===== src/ncl_pkg.sv =====
// Shared constants and types for the nonvolatile configuration loader.
package ncl_pkg;

    localparam int NCL_DATA_W = 16;
    localparam int NCL_CFG_WORDS = 16;
    localparam int NCL_ADDR_W = 5;
    localparam int NCL_IDX_W = 4;
    localparam int NCL_USER_PAGES = 2;
    localparam int NCL_PAGE_W = 1;
    localparam int NCL_BUS_ADDR_W = 7;
    localparam int NCL_ASEL_W = 3;

    localparam logic [NCL_BUS_ADDR_W-1:0] NCL_GLOBAL_ADDR = 7'h5B;
    localparam logic [NCL_BUS_ADDR_W-NCL_ASEL_W-1:0] NCL_BASE_ADDR_HI = 4'h4;
    localparam logic [NCL_ADDR_W-1:0] NCL_CRC_NVM_ADDR = 5'h10;
    localparam logic [NCL_ADDR_W-1:0] NCL_IDX_ZERO = 5'h00;
    localparam logic [NCL_ADDR_W-1:0] NCL_IDX_STEP = 5'h01;
    localparam logic [NCL_DATA_W-1:0] NCL_CRC_POLY = 16'h1021;
    localparam logic [NCL_DATA_W-1:0] NCL_CRC_INIT = 16'hFFFF;
    localparam logic [NCL_DATA_W-1:0] NCL_WORD_ZERO = 16'h0000;

    typedef enum logic [5:0] {
        NCL_LD_REQ  = 6'h01,
        NCL_LD_WAIT = 6'h02,
        NCL_LD_CAP  = 6'h04,
        NCL_ST_WR   = 6'h08,
        NCL_RUN     = 6'h10,
        NCL_SPARE   = 6'h20
    } ncl_state_t;

    typedef struct packed {
        logic rd;
        logic wr;
        logic [NCL_ADDR_W-1:0] addr;
        logic [NCL_DATA_W-1:0] data;
    } ncl_nvm_req_t;

endpackage : ncl_pkg


===== src/ncl_crc.sv =====
// Word-wide CRC accumulator with configurable polynomial and bit order.
`timescale 1ns/1ns
module ncl_crc #(
    parameter int W = 16,
    parameter logic [W-1:0] POLY = 16'h1021,
    parameter logic [W-1:0] INIT = 16'hFFFF,
    parameter bit MSB_FIRST = 1'b1
) (
    // Clock and reset
    input wire logic core_clk_in,
    input wire logic resetn_in,
    // Control and data
    input wire logic clr_in,
    input wire logic upd_in,
    input wire logic [W-1:0] data_in,
    // Result
    output logic [W-1:0] crc_out
);

    function automatic logic [W-1:0] ncl_crc_step(input logic [W-1:0] c_in,
                                                 input logic [W-1:0] d);
        logic [W-1:0] c;
        logic b;
        c = c_in;
        b = 1'b0;
        for (int i = 0; i < W; i++) begin
            b = MSB_FIRST ? d[W-1-i] : d[i];
            if (c[W-1] ^ b) begin
                c = {c[W-2:0], 1'b0} ^ POLY;
            end else begin
                c = {c[W-2:0], 1'b0};
            end
        end
        return c;
    endfunction : ncl_crc_step

    logic [W-1:0] crc_r;
    logic [W-1:0] base;

    // A clear and an update in one cycle start a fresh sum with this word.
    assign base = clr_in ? INIT : crc_r;
    assign crc_out = crc_r;

    always_ff @(posedge core_clk_in or negedge resetn_in) begin
        if (!resetn_in) begin
            crc_r <= INIT;
        end else if (upd_in) begin
            crc_r <= ncl_crc_step(base, data_in);
        end else if (clr_in) begin
            crc_r <= INIT;
        end
    end

endmodule : ncl_crc


===== src/ncl_loader.sv =====
// Configuration loader: nonvolatile copy-in with CRC check, store-all, scratchpad.
//
// Notes on behaviour
// - Store-all writes every setting plus a freshly computed CRC to nonvolatile memory.
// - After reset or reload the settings are copied from nonvolatile memory into RAM.
// - During the copy the CRC is recomputed and compared with the stored one.
// - On CRC mismatch rails stay off until a later load finds a matching CRC in memory.
// - User scratchpad words are stored and returned but steer nothing.
// - Configuration writes in the idle state take effect at once, whatever the scratchpad signature; during a load or store they are ignored.
// - The block answers the global bus address 0x5B regardless of address pins.
`timescale 1ns/1ns
module ncl_loader
    import ncl_pkg::*;
#(
    parameter logic [NCL_DATA_W-1:0] CRC_POLY = ncl_pkg::NCL_CRC_POLY,
    parameter logic [NCL_DATA_W-1:0] CRC_INIT = ncl_pkg::NCL_CRC_INIT,
    parameter bit CRC_MSB_FIRST = 1'b1
) (
    // Clock and reset
    input wire logic core_clk_in,
    input wire logic resetn_in,
    // Commands
    input wire logic store_all_in,
    input wire logic reload_in,
    input wire logic rails_req_in,
    // Nonvolatile memory port
    output ncl_pkg::ncl_nvm_req_t nvm_req_out,
    input wire logic nvm_busy_in,
    input wire logic [ncl_pkg::NCL_DATA_W-1:0] nvm_rd_data_in,
    // Configuration register access
    input wire logic cfg_wr_in,
    input wire logic [ncl_pkg::NCL_IDX_W-1:0] cfg_idx_in,
    input wire logic [ncl_pkg::NCL_DATA_W-1:0] cfg_wdata_in,
    output logic [ncl_pkg::NCL_DATA_W-1:0] cfg_rdata_out,
    output logic [ncl_pkg::NCL_CFG_WORDS*ncl_pkg::NCL_DATA_W-1:0] cfg_all_out,
    // User scratchpad access
    input wire logic user_wr_in,
    input wire logic [ncl_pkg::NCL_PAGE_W-1:0] user_page_in,
    input wire logic [ncl_pkg::NCL_DATA_W-1:0] user_wdata_in,
    output logic [ncl_pkg::NCL_DATA_W-1:0] user_rdata_out,
    // Bus address match
    input wire logic [ncl_pkg::NCL_BUS_ADDR_W-1:0] bus_addr_in,
    input wire logic [ncl_pkg::NCL_ASEL_W-1:0] asel_pin_in,
    output logic addr_hit_out,
    // Status
    output logic rails_en_out,
    output logic crc_ok_out,
    output logic crc_err_out,
    output logic busy_out
);
    import ncl_pkg::*;

    ncl_state_t state_r;
    ncl_state_t state_nxt;
    logic [NCL_ADDR_W-1:0] idx_r;
    logic [NCL_ADDR_W-1:0] idx_nxt;
    logic [NCL_DATA_W-1:0] cfg_r [NCL_CFG_WORDS];
    logic [NCL_DATA_W-1:0] user_r [NCL_USER_PAGES];
    ncl_nvm_req_t nvm_req_r;
    ncl_nvm_req_t nvm_req_nxt;
    logic crc_clr;
    logic crc_upd;
    logic [NCL_DATA_W-1:0] crc_data;
    logic [NCL_DATA_W-1:0] crc_val;
    logic at_crc;
    logic cap_word;
    logic crc_ok_r;
    logic crc_err_r;
    logic rails_en_r;
    logic busy_r;
    logic addr_hit_r;
    logic [NCL_ASEL_W-1:0] asel_meta_r;
    logic [NCL_ASEL_W-1:0] asel_sync_r;
    logic [NCL_DATA_W-1:0] cfg_rdata_r;
    logic [NCL_DATA_W-1:0] user_rdata_r;

    assign at_crc = (idx_r == NCL_CRC_NVM_ADDR);
    assign cap_word = (state_r == NCL_LD_CAP) && !at_crc;

    ncl_crc #(
        .W(NCL_DATA_W),
        .POLY(CRC_POLY),
        .INIT(CRC_INIT),
        .MSB_FIRST(CRC_MSB_FIRST)
    ) u_crc (
        .core_clk_in(core_clk_in),
        .resetn_in(resetn_in),
        .clr_in(crc_clr),
        .upd_in(crc_upd),
        .data_in(crc_data),
        .crc_out(crc_val)
    );

    // Sequencer: load path, store path and idle.
    always_comb begin
        state_nxt = state_r;
        idx_nxt = idx_r;
        nvm_req_nxt = '0;
        nvm_req_nxt.addr = idx_r;
        crc_clr = 1'b0;
        crc_upd = 1'b0;
        crc_data = nvm_rd_data_in;
        case (state_r)
            NCL_LD_REQ: begin
                if (!nvm_busy_in) begin
                    nvm_req_nxt.rd = 1'b1;
                    state_nxt = NCL_LD_WAIT;
                end
            end
            NCL_LD_WAIT: begin
                state_nxt = NCL_LD_CAP;
            end
            NCL_LD_CAP: begin
                if (!at_crc) begin
                    crc_upd = 1'b1;
                    idx_nxt = idx_r + NCL_IDX_STEP;
                    state_nxt = NCL_LD_REQ;
                end else begin
                    state_nxt = NCL_RUN;
                end
            end
            NCL_ST_WR: begin
                if (!nvm_busy_in) begin
                    nvm_req_nxt.wr = 1'b1;
                    if (!at_crc) begin
                        nvm_req_nxt.data = cfg_r[idx_r[NCL_IDX_W-1:0]];
                        crc_data = cfg_r[idx_r[NCL_IDX_W-1:0]];
                        crc_upd = 1'b1;
                        idx_nxt = idx_r + NCL_IDX_STEP;
                    end else begin
                        // The same store writes the CRC, then reads it all back.
                        nvm_req_nxt.data = crc_val;
                        crc_clr = 1'b1;
                        idx_nxt = NCL_IDX_ZERO;
                        state_nxt = NCL_LD_REQ;
                    end
                end
            end
            NCL_RUN: begin
                if (reload_in) begin
                    crc_clr = 1'b1;
                    idx_nxt = NCL_IDX_ZERO;
                    state_nxt = NCL_LD_REQ;
                end else if (store_all_in) begin
                    crc_clr = 1'b1;
                    idx_nxt = NCL_IDX_ZERO;
                    state_nxt = NCL_ST_WR;
                end
            end
            default: begin
                state_nxt = NCL_RUN;
            end
        endcase
    end

    // Reset starts a load straight away, so rails wait for a good check.
    always_ff @(posedge core_clk_in or negedge resetn_in) begin
        if (!resetn_in) begin
            state_r <= NCL_LD_REQ;
            idx_r <= NCL_IDX_ZERO;
            nvm_req_r <= '0;
            busy_r <= 1'b1;
        end else begin
            state_r <= state_nxt;
            idx_r <= idx_nxt;
            nvm_req_r <= nvm_req_nxt;
            busy_r <= (state_nxt != NCL_RUN);
        end
    end

    // Result of the compare; only a full matching load sets it.
    always_ff @(posedge core_clk_in or negedge resetn_in) begin
        if (!resetn_in) begin
            crc_ok_r <= 1'b0;
            crc_err_r <= 1'b0;
        end else if (state_r == NCL_RUN && reload_in) begin
            crc_ok_r <= 1'b0;
            crc_err_r <= 1'b0;
        end else if (state_r == NCL_LD_CAP && at_crc) begin
            crc_ok_r <= (crc_val == nvm_rd_data_in);
            crc_err_r <= (crc_val != nvm_rd_data_in);
        end
    end

    // Rails stay off whenever the last check failed.
    always_ff @(posedge core_clk_in or negedge resetn_in) begin
        if (!resetn_in) begin
            rails_en_r <= 1'b0;
        end else begin
            rails_en_r <= rails_req_in && crc_ok_r && !(state_r == NCL_RUN && reload_in);
        end
    end

    // Working settings: host writes are ignored while a load or store runs,
    // since they would break the match between RAM and the stored CRC.
    always_ff @(posedge core_clk_in or negedge resetn_in) begin
        if (!resetn_in) begin
            for (int i = 0; i < NCL_CFG_WORDS; i++) begin
                cfg_r[i] <= NCL_WORD_ZERO;
            end
        end else if (cap_word) begin
            cfg_r[idx_r[NCL_IDX_W-1:0]] <= nvm_rd_data_in;
        end else if (cfg_wr_in && state_r == NCL_RUN) begin
            cfg_r[cfg_idx_in] <= cfg_wdata_in;
        end
    end

    genvar g;
    generate
        for (g = 0; g < NCL_CFG_WORDS; g++) begin : g_cfg_out
            assign cfg_all_out[g*NCL_DATA_W +: NCL_DATA_W] = cfg_r[g];
        end
    endgenerate

    // Scratchpad: storage only, nothing else reads it.
    always_ff @(posedge core_clk_in or negedge resetn_in) begin
        if (!resetn_in) begin
            for (int i = 0; i < NCL_USER_PAGES; i++) begin
                user_r[i] <= NCL_WORD_ZERO;
            end
        end else if (user_wr_in) begin
            user_r[user_page_in] <= user_wdata_in;
        end
    end

    always_ff @(posedge core_clk_in or negedge resetn_in) begin
        if (!resetn_in) begin
            cfg_rdata_r <= NCL_WORD_ZERO;
            user_rdata_r <= NCL_WORD_ZERO;
        end else begin
            cfg_rdata_r <= cfg_r[cfg_idx_in];
            user_rdata_r <= user_r[user_page_in];
        end
    end

    // Address pins come from the board, so they are synchronised first.
    always_ff @(posedge core_clk_in or negedge resetn_in) begin
        if (!resetn_in) begin
            asel_meta_r <= '0;
            asel_sync_r <= '0;
            addr_hit_r <= 1'b0;
        end else begin
            asel_meta_r <= asel_pin_in;
            asel_sync_r <= asel_meta_r;
            addr_hit_r <= (bus_addr_in == NCL_GLOBAL_ADDR) ||
                          (bus_addr_in == {NCL_BASE_ADDR_HI, asel_sync_r});
        end
    end

    assign nvm_req_out = nvm_req_r;
    assign cfg_rdata_out = cfg_rdata_r;
    assign user_rdata_out = user_rdata_r;
    assign addr_hit_out = addr_hit_r;
    assign rails_en_out = rails_en_r;
    assign crc_ok_out = crc_ok_r;
    assign crc_err_out = crc_err_r;
    assign busy_out = busy_r;

endmodule : ncl_loader


===== config.mk =====
export PLATFORM = sky130hd
export DESIGN_NAME = ncl_loader
export DESIGN_NICKNAME = d
export VERILOG_FILES = /design/src/ncl_pkg.sv /design/src/ncl_crc.sv /design/src/ncl_loader.sv
export SDC_FILE = /design/constraint.sdc
export NUM_CORES = 1
export LEC_CHECK = 0
export BUFFER_PORTS_ARGS = -buffer_cell sky130_fd_sc_hd__buf_2
export CAP_MARGIN = 20
export CELL_PAD_IN_SITES_DETAIL_PLACEMENT = 1
export CELL_PAD_IN_SITES_GLOBAL_PLACEMENT = 2
export CORE_ASPECT_RATIO = 1.25
export CORE_UTILIZATION = 36
export DETAILED_ROUTE_END_ITERATION = 8
export GPL_TIMING_DRIVEN = 0
export PLACE_DENSITY_LB_ADDON = 0.1
export SLEW_MARGIN = 25
export SYNTH_ARGS = -nofsm -noshare
export SYNTH_HDL_FRONTEND = slang
export SYNTH_SLANG_ARGS = --single-unit
export TNS_END_PERCENT = 10

===== constraint.sdc =====
create_clock -name core_clk_in -period 4.8 [get_ports core_clk_in]
set_input_delay 0.48 -clock core_clk_in [delete_from_list [all_inputs] [get_ports core_clk_in]]
set_output_delay 0.48 -clock core_clk_in [all_outputs]
set_load 0.05 [all_outputs]

# Yosys cells after proc, flatten, opt, wreduce, memory -nomap -nowiden
# Index checks and enable logic that the tools add are counted.
[totals]
elab_cells = 193
input_bits = 71
output_inout_bits = 316
register_bits = 381
[op_classes]
n_reduce_logical = 16
n_eq_ne = 14
mux = 87
bitwise = 35
magnitude_cmp = 6
addsub = 1
[ops]
columns = ["operator", "count"]
rows = [
  ["$mux 16", 33],
  ["$bwmux 256", 2],
  ["$mux 256", 2],
  ["$mux 13", 16],
  ["$bmux 16 s4", 2],
  ["$demux 16 s4", 2],
  ["$not 3->3", 16],
  ["$bwmux 32", 1],
  ["$mux 5", 6],
  ["$mux 6", 5],
  ["$pmux 6 s5", 1],
  ["$demux 16 s1", 1],
  ["$eq 16x16->1", 1],
  ["$ne 16x16->1", 1],
  ["$xor 1x1->1", 16],
  ["$pmux 5 s3", 1],
  ["$mux 1", 13],
  ["$ge 5x5->1 const B", 2],
  ["$lt 5x1->1 const B", 2],
  ["$not 4->5", 2],
  ["$logic_and 1x1->1", 9],
  ["$eq 7x6->1", 1],
  ["$eq 7x7->1 const B", 1],
  ["$eq 6x1->1 const B", 1],
  ["18 further kinds", 22],
]

# Depth between registers and ports, before layout
# Gate-level depths: netlist (run 1).
[logic_depth]
depth_word = 55
depth_mapped = 16
ltp_nobuf = 11

# Modules after synthesis
# A second synthesis (run 1) with hierarchy kept.
[unflattened]
cells_unflattened = 2298
area_unflattened_um2 = 23062.1
[modules_own_cells]
columns = ["module", "seq_area_each_um2", "n_inst", "area_each_um2", "cells_per_inst"]
rows = [
  ["ncl_loader", 9136.3, 1, 21493.1, 2160],
  ["ncl_crc", 420.4, 1, 1569.0, 138],
]

# Worst setup path after synthesis (run 1)
# Ideal clock, no wire load.
[synth_timing]
path_kind = "register to register"
startpoint = "reg idx_r[1]"
endpoint = "reg u_crc.crc_r[6], in the netlist u_crc.crc_out[6]"
synth_period_minus_slack_ps = 3679
arrival_time_ps = 3587
setup_ps = 92
path_buffers = 5
required_ps = 4708
path_stages_with_launch = 16
setup_slack_ps = 1121
cell_sequence = "dfrtp_1 -> buf_2 -> buf_2 -> buf_1 -> inv_1 -> ha_1 -> nand4bb_1 -> buf_2 -> nand3_1 -> buf_1 -> a21oi_1 -> xnor2_1 -> xor3_2 -> xnor2_1 -> xor2_1 -> a2bb2oi_1"
[synth_between]
elab_chain_cells = 37
elab_cells_between_ends = 62
classes_between = "eq/ne (1); mux (45); bitwise (16)"
[synth_rtl]
columns = ["element", "line_no", "rtl"]
rows = [
  ["from (decl)", "ncl_loader.sv:55", "logic [NCL_ADDR_W-1:0] idx_r;"],
  ["from (signal assigned)", "ncl_loader.sv:165", "idx_r <= idx_nxt;"],
  ["$eq 5x5->1", "ncl_loader.sv:77", "assign at_crc = (idx_r == NCL_CRC_NVM_ADDR);"],
  ["$mux 1", "ncl_loader.sv:125", "if (!at_crc) begin"],
  ["$mux 1", "ncl_loader.sv:123", "if (!nvm_busy_in) begin"],
  ["$pmux 1 s2", "ncl_loader.sv:103", "case (state_r)"],
  ["$mux 16", "--", ""],
  ["$mux 13", "ncl_crc.sv:28", "if (c[W-1] ^ b) begin"],
  ["$mux 16", "ncl_crc.sv:47", "end else if (upd_in) begin"],
  ["$mux 13", "ncl_crc.sv:28", ""],
  ["[... 21 more ...]", "--", ""],
  ["$mux 16", "ncl_crc.sv:47", ""],
  ["$mux 13 or $mux 16 (tied branches)", "ncl_crc.sv:28, ncl_crc.sv:47", ""],
  ["$mux 16", "ncl_crc.sv:47", ""],
  ["$not 3->3 (no source line) or $xor 1x1->1 (tied branches)", "--", ""],
  ["$mux 13", "ncl_crc.sv:28", ""],
  ["$mux 16", "ncl_crc.sv:47", ""],
  ["$mux 13", "ncl_crc.sv:28", ""],
  ["$mux 16 (*)", "ncl_crc.sv:47", ""],
  ["to (signal assigned)", "ncl_crc.sv:48", "crc_r <= ncl_crc_step(base, data_in);"],
  ["to (decl)", "ncl_crc.sv:37", "logic [W-1:0] crc_r;"],
]
# Mark *: on every way between the ends. The rest lies on a longest branch, timed or not. The select of a mux whose other input is x is not followed.
# A chain may end at the register's enable or synchronous reset.

# Worst setup path after layout (run 1)
[layout_timing]
startpoint = "reg idx_r[0]"
endpoint = "reg u_crc.crc_r[12], in the netlist u_crc.crc_out[12]"
[layout_between]
elab_chain_cells = 37
elab_cells_between_ends = 61
classes_between = "eq/ne (1); mux (45); bitwise (15)"
[layout_rtl]
columns = ["element", "line_no"]
rows = [
  ["$not 4->5 (implied by the code) or $eq 5x5->1 (tied branches)", "ncl_loader.sv:127, ncl_loader.sv:77"],
  ["$bmux 16 s4 or $mux 1 (tied branches)", "ncl_loader.sv:127, ncl_loader.sv:125"],
  ["$mux 16 (implied by the code) or $mux 1 (tied branches)", "ncl_loader.sv:127, ncl_loader.sv:123"],
  ["$mux 16 (implied by the code) or $pmux 1 s2 (tied branches)", "ncl_loader.sv:127, ncl_loader.sv:103"],
  ["$mux 16 (on tied branches)", "--"],
  ["$mux 16, or another cell as far along", "ncl_loader.sv:123"],
  ["$mux 16 (on tied branches)", "ncl_loader.sv:103, ncl_crc.sv:47"],
  ["$xor 1x1->1, or another cell as far along", "ncl_crc.sv:28"],
  ["[... 21 more ...]", "--"],
  ["$mux 16 or $mux 13 (tied branches)", "ncl_crc.sv:47, ncl_crc.sv:28"],
  ["$mux 13 or $mux 16 (tied branches)", "ncl_crc.sv:28, ncl_crc.sv:47"],
  ["$mux 16", "ncl_crc.sv:47"],
  ["$mux 13 or $mux 16 (tied branches)", "ncl_crc.sv:28, ncl_crc.sv:47"],
  ["$mux 16", "ncl_crc.sv:47"],
  ["$not 3->3 (no source line) or $xor 1x1->1 (tied branches)", "--"],
  ["$mux 13", "ncl_crc.sv:28"],
  ["$mux 16 (*)", "ncl_crc.sv:47"],
]
# Marked as above.

==> results of run 1 <==
## report_power, final
part	leakage, nW	internal, W	switching [W]
combinational	6.33	0.00132	0.00313
sequential	4.94	0.00376	0.000731
clock	0.754	0.00213	0.00150
total	12.0	0.00721	0.00536
## worst paths after layout
kind                                 from                end  slack [ps]  cells after the start
setup reg to reg                 idx_r[0]  u_crc.crc_out[12]         130                     15
setup / recovery                 idx_r[0]  u_crc.crc_out[12]         130                     15
hold reg to reg            asel_meta_r[0]     asel_sync_r[0]         350                      0
min in group asynchronous       resetn_in   cfg_rdata_out[0]         310                      2
hold / removal                  reload_in         crc_ok_out         130                      2
max in group asynchronous       resetn_in   u_crc.crc_out[9]        2960                      5
## layout by cell type, fill, tap and decap left out, drive strengths merged, types with 3 or more instances in the layout
cell         netlist  final
and3               6      6
nand2b             5      5
clkinvlp           0      4
bufinv             0      4
nand3              8      8
buf               43    401
nand4              5      5
mux2i             22     22
and2               5      5
mux2              48     48
nor4               8      8
clkbuf           136    198
xnor3              3      3
clkinv             1     13
nor2b              9      9
o221ai             4      4
xnor2             40     40
mux4             150    150
inv                9     10
dfrtp            363    363
nor3              25     25
or2                3      3
ha                 4      4
dlygate4sd3        0      4
o31ai              3      3
o22ai              3      3
nand2            502    502
a21oi             86     86
dfstp             18     18
xor2              28     28
a22oi            249    249
nor2             113    113
o21ai             28     28
## flip-flops by register name, summed over array words and instances, names as in the netlist, 5 cells and up
register,count
state_r,6
user_r,32
idx_r,5
cfg_rdata_out,16
cfg_all_out,256
nvm_req_out,23
user_rdata_out,16
u_crc.crc_out,16
## timing repair
action	in CTS	in global routing
setup endpoints to repair	70	7
gates resized for setup	6	5
endpoints found under the hold margin	19	0
hold buffers	4	0
## metrics by stage
step | worst slack, ps | cells | util (%)
after global routing | 0.599 | 3145 | 44.3
final | 129 | 3145 | 44.3
after detailed placement | -1050 | 3059 | 41.4
after global placement | -4680 | 3053 | 41.1
after floorplan | 1120 | 1949 | -
after CTS | 73.7 | 3144 | 44.2
## layer usage
layer	routed length, um	track usage (%)	vias to the layer above
met1	40000	43.7	9909
met2	47600	55.3	722
met5	32	0	-
met3	5190	4.33	180
li1	-	-	7871
met4	3760	12.7	6
## layout make-up
class | instances | area, um^2
Fill cell | 6421 | 31800
Multi-Input combinational cell | 1379 | 10500
Sequential cell | 381 | 9560
Timing Repair Buffer | 364 | 1960
Clock buffer | 62 | 1310
Tap cell | 750 | 938
Buffer | 177 | 769
Clock inverter | 21 | 226
Inverter | 10 | 37.5
Antenna cell | 1 | 2.50
## critical path, cell delays in order, from the launching register on
cell and delay (ps):
dfrtp_1 470, buf_6 220, buf_12 170, buf_6 270
buf_4 310, inv_1 110, ha_1 290, nand4bb_1 220
nand4_1 330, o221ai_1 330, xor2_1 420, xnor3_2 630
xnor2_1 200, xnor2_2 310, xor2_1 180, a21oi_1 80
## kinds of logic (layout without fill, tap and decap cells)
family,count (synthesis),after routing,synth area share [%]
muxes,220,220,20.3
AOI/OAI and AO/OA,381,381,12.4
xor gates and xnor gates,72,72,3.49
buffers and inverters,189,634,3.84
other,1,2,0.0180
adders and majority gates,4,4,0.241
and+or+nand+nor,701,701,13.8
DFF,381,381,45.9
==> reports/results.ini, run 1 <==
[sta]
drv_slew = 0
rsz0062_at_grt = false
worst_slew_pin_slew_ps = 1150
relSlewSlack_pct = 23.6
setup_violations = 0
fmax_ghz = 0.214
period_needed_ps = 4670
finalHoldViolCount = 0
tns_ps = 0
skew_ps = 18.2
hold_ws_ps = 130
min_period_over_period_pct = 97.3

[layout]
nNetsFinal = 2433
area_growth_pct = 21.7
final_cell_area_um2 = 25300
layout-drive-gt1-share_pct = 28.3

[yosys]
ys_seq_area_share_pct = 45.9
synth_cells = 1949
async_flop_share_pct = 100
yosysUniqueCellTypes = 57
netlist_area_um2 = 20800
yosysTopAreaCellShare_pct = 43.7
syn_area_per_cell_um2 = 10.7
syn_nets = 2024
synth_edf_count = 0
ys_top_cells_by_area = dfrtp_1, mux4_2, nand2_1
ys_warn_count = 0
synth.most_common_cell = nand2_1
synth_top_area_cell = dfrtp_1
ys.flop_type = dfrtp_1
ys_top_cells_by_count = nand2_1, dfrtp_1, a22oi_1
ys_ff_latch = 381

[setup_path]
start_kind = register
required_ps = 5280
path_max_fanout = 10
endpoint_kind = register
worstSetupPathType = reg -> reg
cp_data_arrival_time_ps = 5160

[route]
drt_wl_total_um = 96600
drtPass1Iterations = 5
drt_iter0_drc = 1520
wl_per_cell_um = 30.7
drc = 0
via_per_inst = 5.94
antenna_left = 0
num_vias = 18700

[pwr]
powerDensity_nw_per_um2 = 496
power_w = 0.0126
p_leak_nw = 12.0
ir_drop_mv = 0.306

[clock_tree]
cts_buffers = 45
clock_sinks = 381
cts_buffer_depth = 3
clk-insertion-delay-late_ps = 590
cts_setup_buffers = 0
path_clk_slew_ps = 60
cts_root_buf = clkbuf_16
htreeDepth = 2
cts_tree = done

[global_routing]
grt_pass1_wl_um = 141000
grt_pass1_vias = 19600
grt_usage_pct = 33.2
grt_max_degree = 84
antenna_found_initial = 4
grt_remaining_overflow = 0

[floorplan]
die_y_um = 271
dieWidth_um = 217
start_util_pct = 36.4
rows = 98
ioPinCount = 387
core_um2 = 57100
dieArea_um2 = 58700

[outcome]
status = finished clean

[min_path]
worstHoldPathType = in -> reg

[placement]
place_area_um2 = 23700
hpwl_um = 76000
port_buffers = 354
gp_congestion = 0.946

[run]
maxCapViolations = 0

(Power assumes the default switching activity.)
==> run 2, diff against run 1 <==
--- a/config.mk
+++ b/config.mk
@@ -5,12 +5,13 @@
 export SDC_FILE = /design/constraint.sdc
 export NUM_CORES = 1
 export LEC_CHECK = 0
+export ABC_AREA = 1
 export BUFFER_PORTS_ARGS = -buffer_cell sky130_fd_sc_hd__buf_2
 export CAP_MARGIN = 20
 export CELL_PAD_IN_SITES_DETAIL_PLACEMENT = 1
 export CELL_PAD_IN_SITES_GLOBAL_PLACEMENT = 2
 export CORE_ASPECT_RATIO = 1.25
-export CORE_UTILIZATION = 36
+export CORE_UTILIZATION = 32
 export DETAILED_ROUTE_END_ITERATION = 8
 export GPL_TIMING_DRIVEN = 0
 export PLACE_DENSITY_LB_ADDON = 0.1
==> run 2 against run 1 <==
Against the previous run:
- the flow now finishes with violations (negative setup slack)
- largest cell class unchanged
- clock skew increased by 19 ps
- combinational power rose by 42%
- sequential share of layout area down 1.9 points
- highest routed layer unchanged
==> reports/results.ini, run 2 <==
[setup_path]
reg2reg_from = idx_r[0]
ff2ff_setup_slack_ps = -30  ; -160 ps
cp_data_arrival_time_ps = 5340  ; +180 ps
rr_endpoint = u_crc.crc_out[6]
endpoint_kind = register
start_kind = register
worstSetupPathType = reg -> reg
path_max_fanout = 11  ; +1
reg2reg_depth = 21  ; +6
required_ps = 5310  ; +30 ps

[pwr]
p_int_w = 0.00731  ; +1.4%
p_seq_share_pct = 32.1  ; -3.6 points
p_leak_nw = 12.9  ; +7.5%
p_sw_share_pct = 50.5  ; +7.8 points
p_clk_share_pct = 24.9  ; -4.0 points
powerDensity_nw_per_um2 = 553  ; +11%
ir_drop_mv = 0.435  ; +42%
p_comb_share_pct = 43.0  ; +7.6 points
switchingPower_w = 0.00745  ; +39%

[run]
maxCapViolations = 0  ; unchanged

[layout]
nNetsFinal = 3487  ; +43%
final_cell_mix = nand2_1, buf_2, nor2_1
final_util_pct = 39.6  ; -4.7 points
largest_reg_flops = 256  ; unchanged
multi_input_area_um2 = 10300  ; -1.5%
nFillCells = 8506  ; +32%
area_growth_pct = 21.7  ; about the same
layout_commonest_cell = nand2_1
regArea_um2 = 9560  ; about the same
layout-drive-gt1-share_pct = 18.8  ; -9.5 points

[route]
drtPass1Iterations = 5  ; unchanged
drc = 0  ; unchanged
num_vias = 25500  ; +36%
wl_per_cell_um = 32.4  ; +5.5%
drt_wl_total_um = 140000  ; +45%
via_per_inst = 5.91  ; -0.55%
antenna_left = 0  ; unchanged
drt_iter0_drc = 2395  ; +58%

[clock_tree]
clock_sinks = 381  ; unchanged
cts_buffer_depth = 3  ; unchanged
path_clk_slew_ps = 60  ; about the same
htreeDepth = 2  ; unchanged
clk-insertion-delay-late_ps = 630  ; +40 ps
cts_buffers = 46  ; +2.2%
cts_setup_buffers = 0  ; unchanged
cts_root_buf = clkbuf_16
cts_tree = done

[floorplan]
dieWidth_um = 236  ; +8.8%
core_um2 = 67400  ; +18%
die_y_um = 295  ; +8.8%
dieArea_um2 = 69600  ; +18%
rows = 106  ; +8.2%
ioPinCount = 387  ; unchanged
start_util_pct = 32.5  ; -3.9 points

[yosys]
muxShareOfSynthArea_pct = 1.03  ; -19 points
synth_adder_area_share_pct = 0.228  ; -0.012 points
synth_cells = 2969  ; +52%
async_flop_share_pct = 100  ; unchanged
synth_top_area_cell = dfrtp_1
ys_ff_latch = 381  ; unchanged
ys_top_cells_by_count = nand2_1, nor2_1, dfrtp_1
yosysTopAreaCellShare_pct = 41.4  ; -2.2 points
netlist_area_um2 = 21900  ; +5.4%
synth_top_family_by_area = simple AND/OR/NAND/NOR gates
syn_nets = 3044  ; +50%
syn_area_per_cell_um2 = 7.39  ; -31%
yosysUniqueCellTypes = 45  ; -21%
ys_warn_count = 0  ; unchanged
synthXorXnorAreaFrac_pct = 0.839  ; -2.7 points
ys_seq_area_share_pct = 43.6  ; -2.4 points
ys.flop_type = dfrtp_1
ys_top_cells_by_area = dfrtp_1, nand2_1, nor2_1
synth_compound_area_share_pct = 21.6  ; +9.2 points
synth_edf_count = 0  ; unchanged
synthSimpleGateAreaFrac_pct = 23.4  ; +9.7 points
synth.most_common_cell = nand2_1

[global_routing]
grt_remaining_overflow = 0  ; unchanged
antenna_found_initial = 6  ; +2
grt_pass1_vias = 25600  ; +31%
grt_max_degree = 81  ; -3.6%
grt_usage_pct = 39.5  ; +6.4 points
grt_pass1_wl_um = 194000  ; +38%

[outcome]
violations = negative setup slack
status = finished with violations

[sta]
min_period_over_period_pct = 101  ; +3.3 points
setup_violations = 1  ; +1
fin_ws_ps = -28.0  ; -157 ps
rsz0062_at_grt = true
relSlewSlack_pct = 19.5  ; -4.1 points
fmax_ghz = 0.207  ; -3.3%
finalHoldViolCount = 0  ; unchanged
hold_ws_ps = 110  ; -20.1 ps
worst_slew_pin_slew_ps = 1210  ; +62.0 ps
drv_slew = 0  ; unchanged
skew_ps = 36.8  ; +18.6 ps
period_needed_ps = 4830  ; +157 ps

[placement]
gp_congestion = 0.971  ; +2.6%
hpwl_um = 110000  ; +44%
port_buffers = 385  ; +8.8%

[min_path]
min_from = rails_req_in
worstHoldPathType = in -> reg
whs_path_depth = 3  ; +1
hold_end = rails_en_out

[run 2: cell count changes after synthesis, moves of 23 or more]
cell	delta
o21ai_0	+189
mux2_2	-28
o22ai_1	+238
a22oi_1	-188
inv_1	+282
nor2_1	+302
mux4_1	-23
mux4_2	-127
nand3_1	+118
o221ai_1	+46
nand2_1	+98
nand4_1	+26
a21oi_1	+73
buf_2	+52
[run 2: worst max path at each step]
stage          startpoint          endpoint  slack (ps)  cells after the start
2_1_floorplan    idx_r[0]  u_crc.crc_out[5]        1930                     22
3_3_place_gp    resetn_in        user_r[13]       -5030                      1
3_5_place_dp     idx_r[0]  u_crc.crc_out[6]        -410                     21
4_1_cts          idx_r[0]  u_crc.crc_out[6]          50                     21
5_1_grt          idx_r[0]  u_crc.crc_out[6]         -30                     22
6_report         idx_r[0]  u_crc.crc_out[6]         -30                     21
[run 2: per-layer routing]
| metal | track usage [%] | wire, um | up-vias | part of all wire [%] |
|---|---|---|---|---|
| met1 | 47.5 | 54100 | 12900 | 39 |
| met4 | 25.2 | 10100 | 4 | 7.2 |
| li1 | - | - | 10900 | - |
| met5 | 0 | 24 | - | 0.017 |
| met3 | 6.55 | 9570 | 377 | 6.8 |
| met2 | 65.7 | 66100 | 1324 | 47 |
[run 2: cell families after synthesis]
group,after synthesis
xor+xnor,21
buf+inv,512
simple gates,1243
other cells,1
compound gates,787
flops,381
fa+ha+maj,4
mux,20
[run 2: area by class of cell]
cell class	instances	share of cell area [%]
Buffer	200	3.33
Antenna cell	1	0.00938
Clock inverter	17	0.619
Multi-Input combinational cell	2076	38.8
Clock buffer	67	5.06
Tap cell	864	4.05
Timing Repair Buffer	395	7.96
Sequential cell	381	35.8
Inverter	312	4.39
[run 2: per-stage QoR]
step	TNS, ps	instances	instance area (um^2)	power [W]	setup slack, ps
2_1_floorplan	0	2969	21900	0.00849	1930
3_3_place_gp	-1836780	4218	24900	0.0108	-5030
4_1_cts	0	4312	26700	0.0146	54.4
5_1_grt	-25.8	4312	26700	0.0152	-25.8
6_report	-28.0	4313	26700	0.0148	-28.0
3_5_place_dp	-7130	4224	25100	0.0110	-411
[run 2: what timing repair did]
| action | in CTS | in global routing |
|---|---|---|
| endpoints found under the setup margin | 83 | 4 |
| hold buffers | 4 | 0 |
| gates resized for setup | 7 | 2 |
| hold endpoints to repair | 43 | 0 |
| pin swaps | 0 | 0 |
[run 2: critical path, cell delays in order, from the launching register on]
cell and delay, ps:
dfrtp_2 530, buf_2 220, inv_2 210, buf_4 310, buf_4 320, ha_2 330, inv_1 120, nor3_4 310
inv_2 100, nand3_2 220, buf_4 260, buf_4 200, nand2_1 110, nand2_1 100, nand2_1 50, nand2_1 260
xor2_1 250, nand3_2 130, nand2_1 260, nand2_1 90, nand3_1 230, nand2_1 100
[run 2: power by group through the flow]
stage	sequential, W	combinational (W)	clock [W]
final	0.00474	0.00634	0.00367
after detailed placement	0.00476	0.00621	0
after floorplan	0.00652	0.00197	0
after global routing	0.00477	0.00663	0.00378
after global placement	0.00474	0.00610	0
after CTS	0.00471	0.00624	0.00368
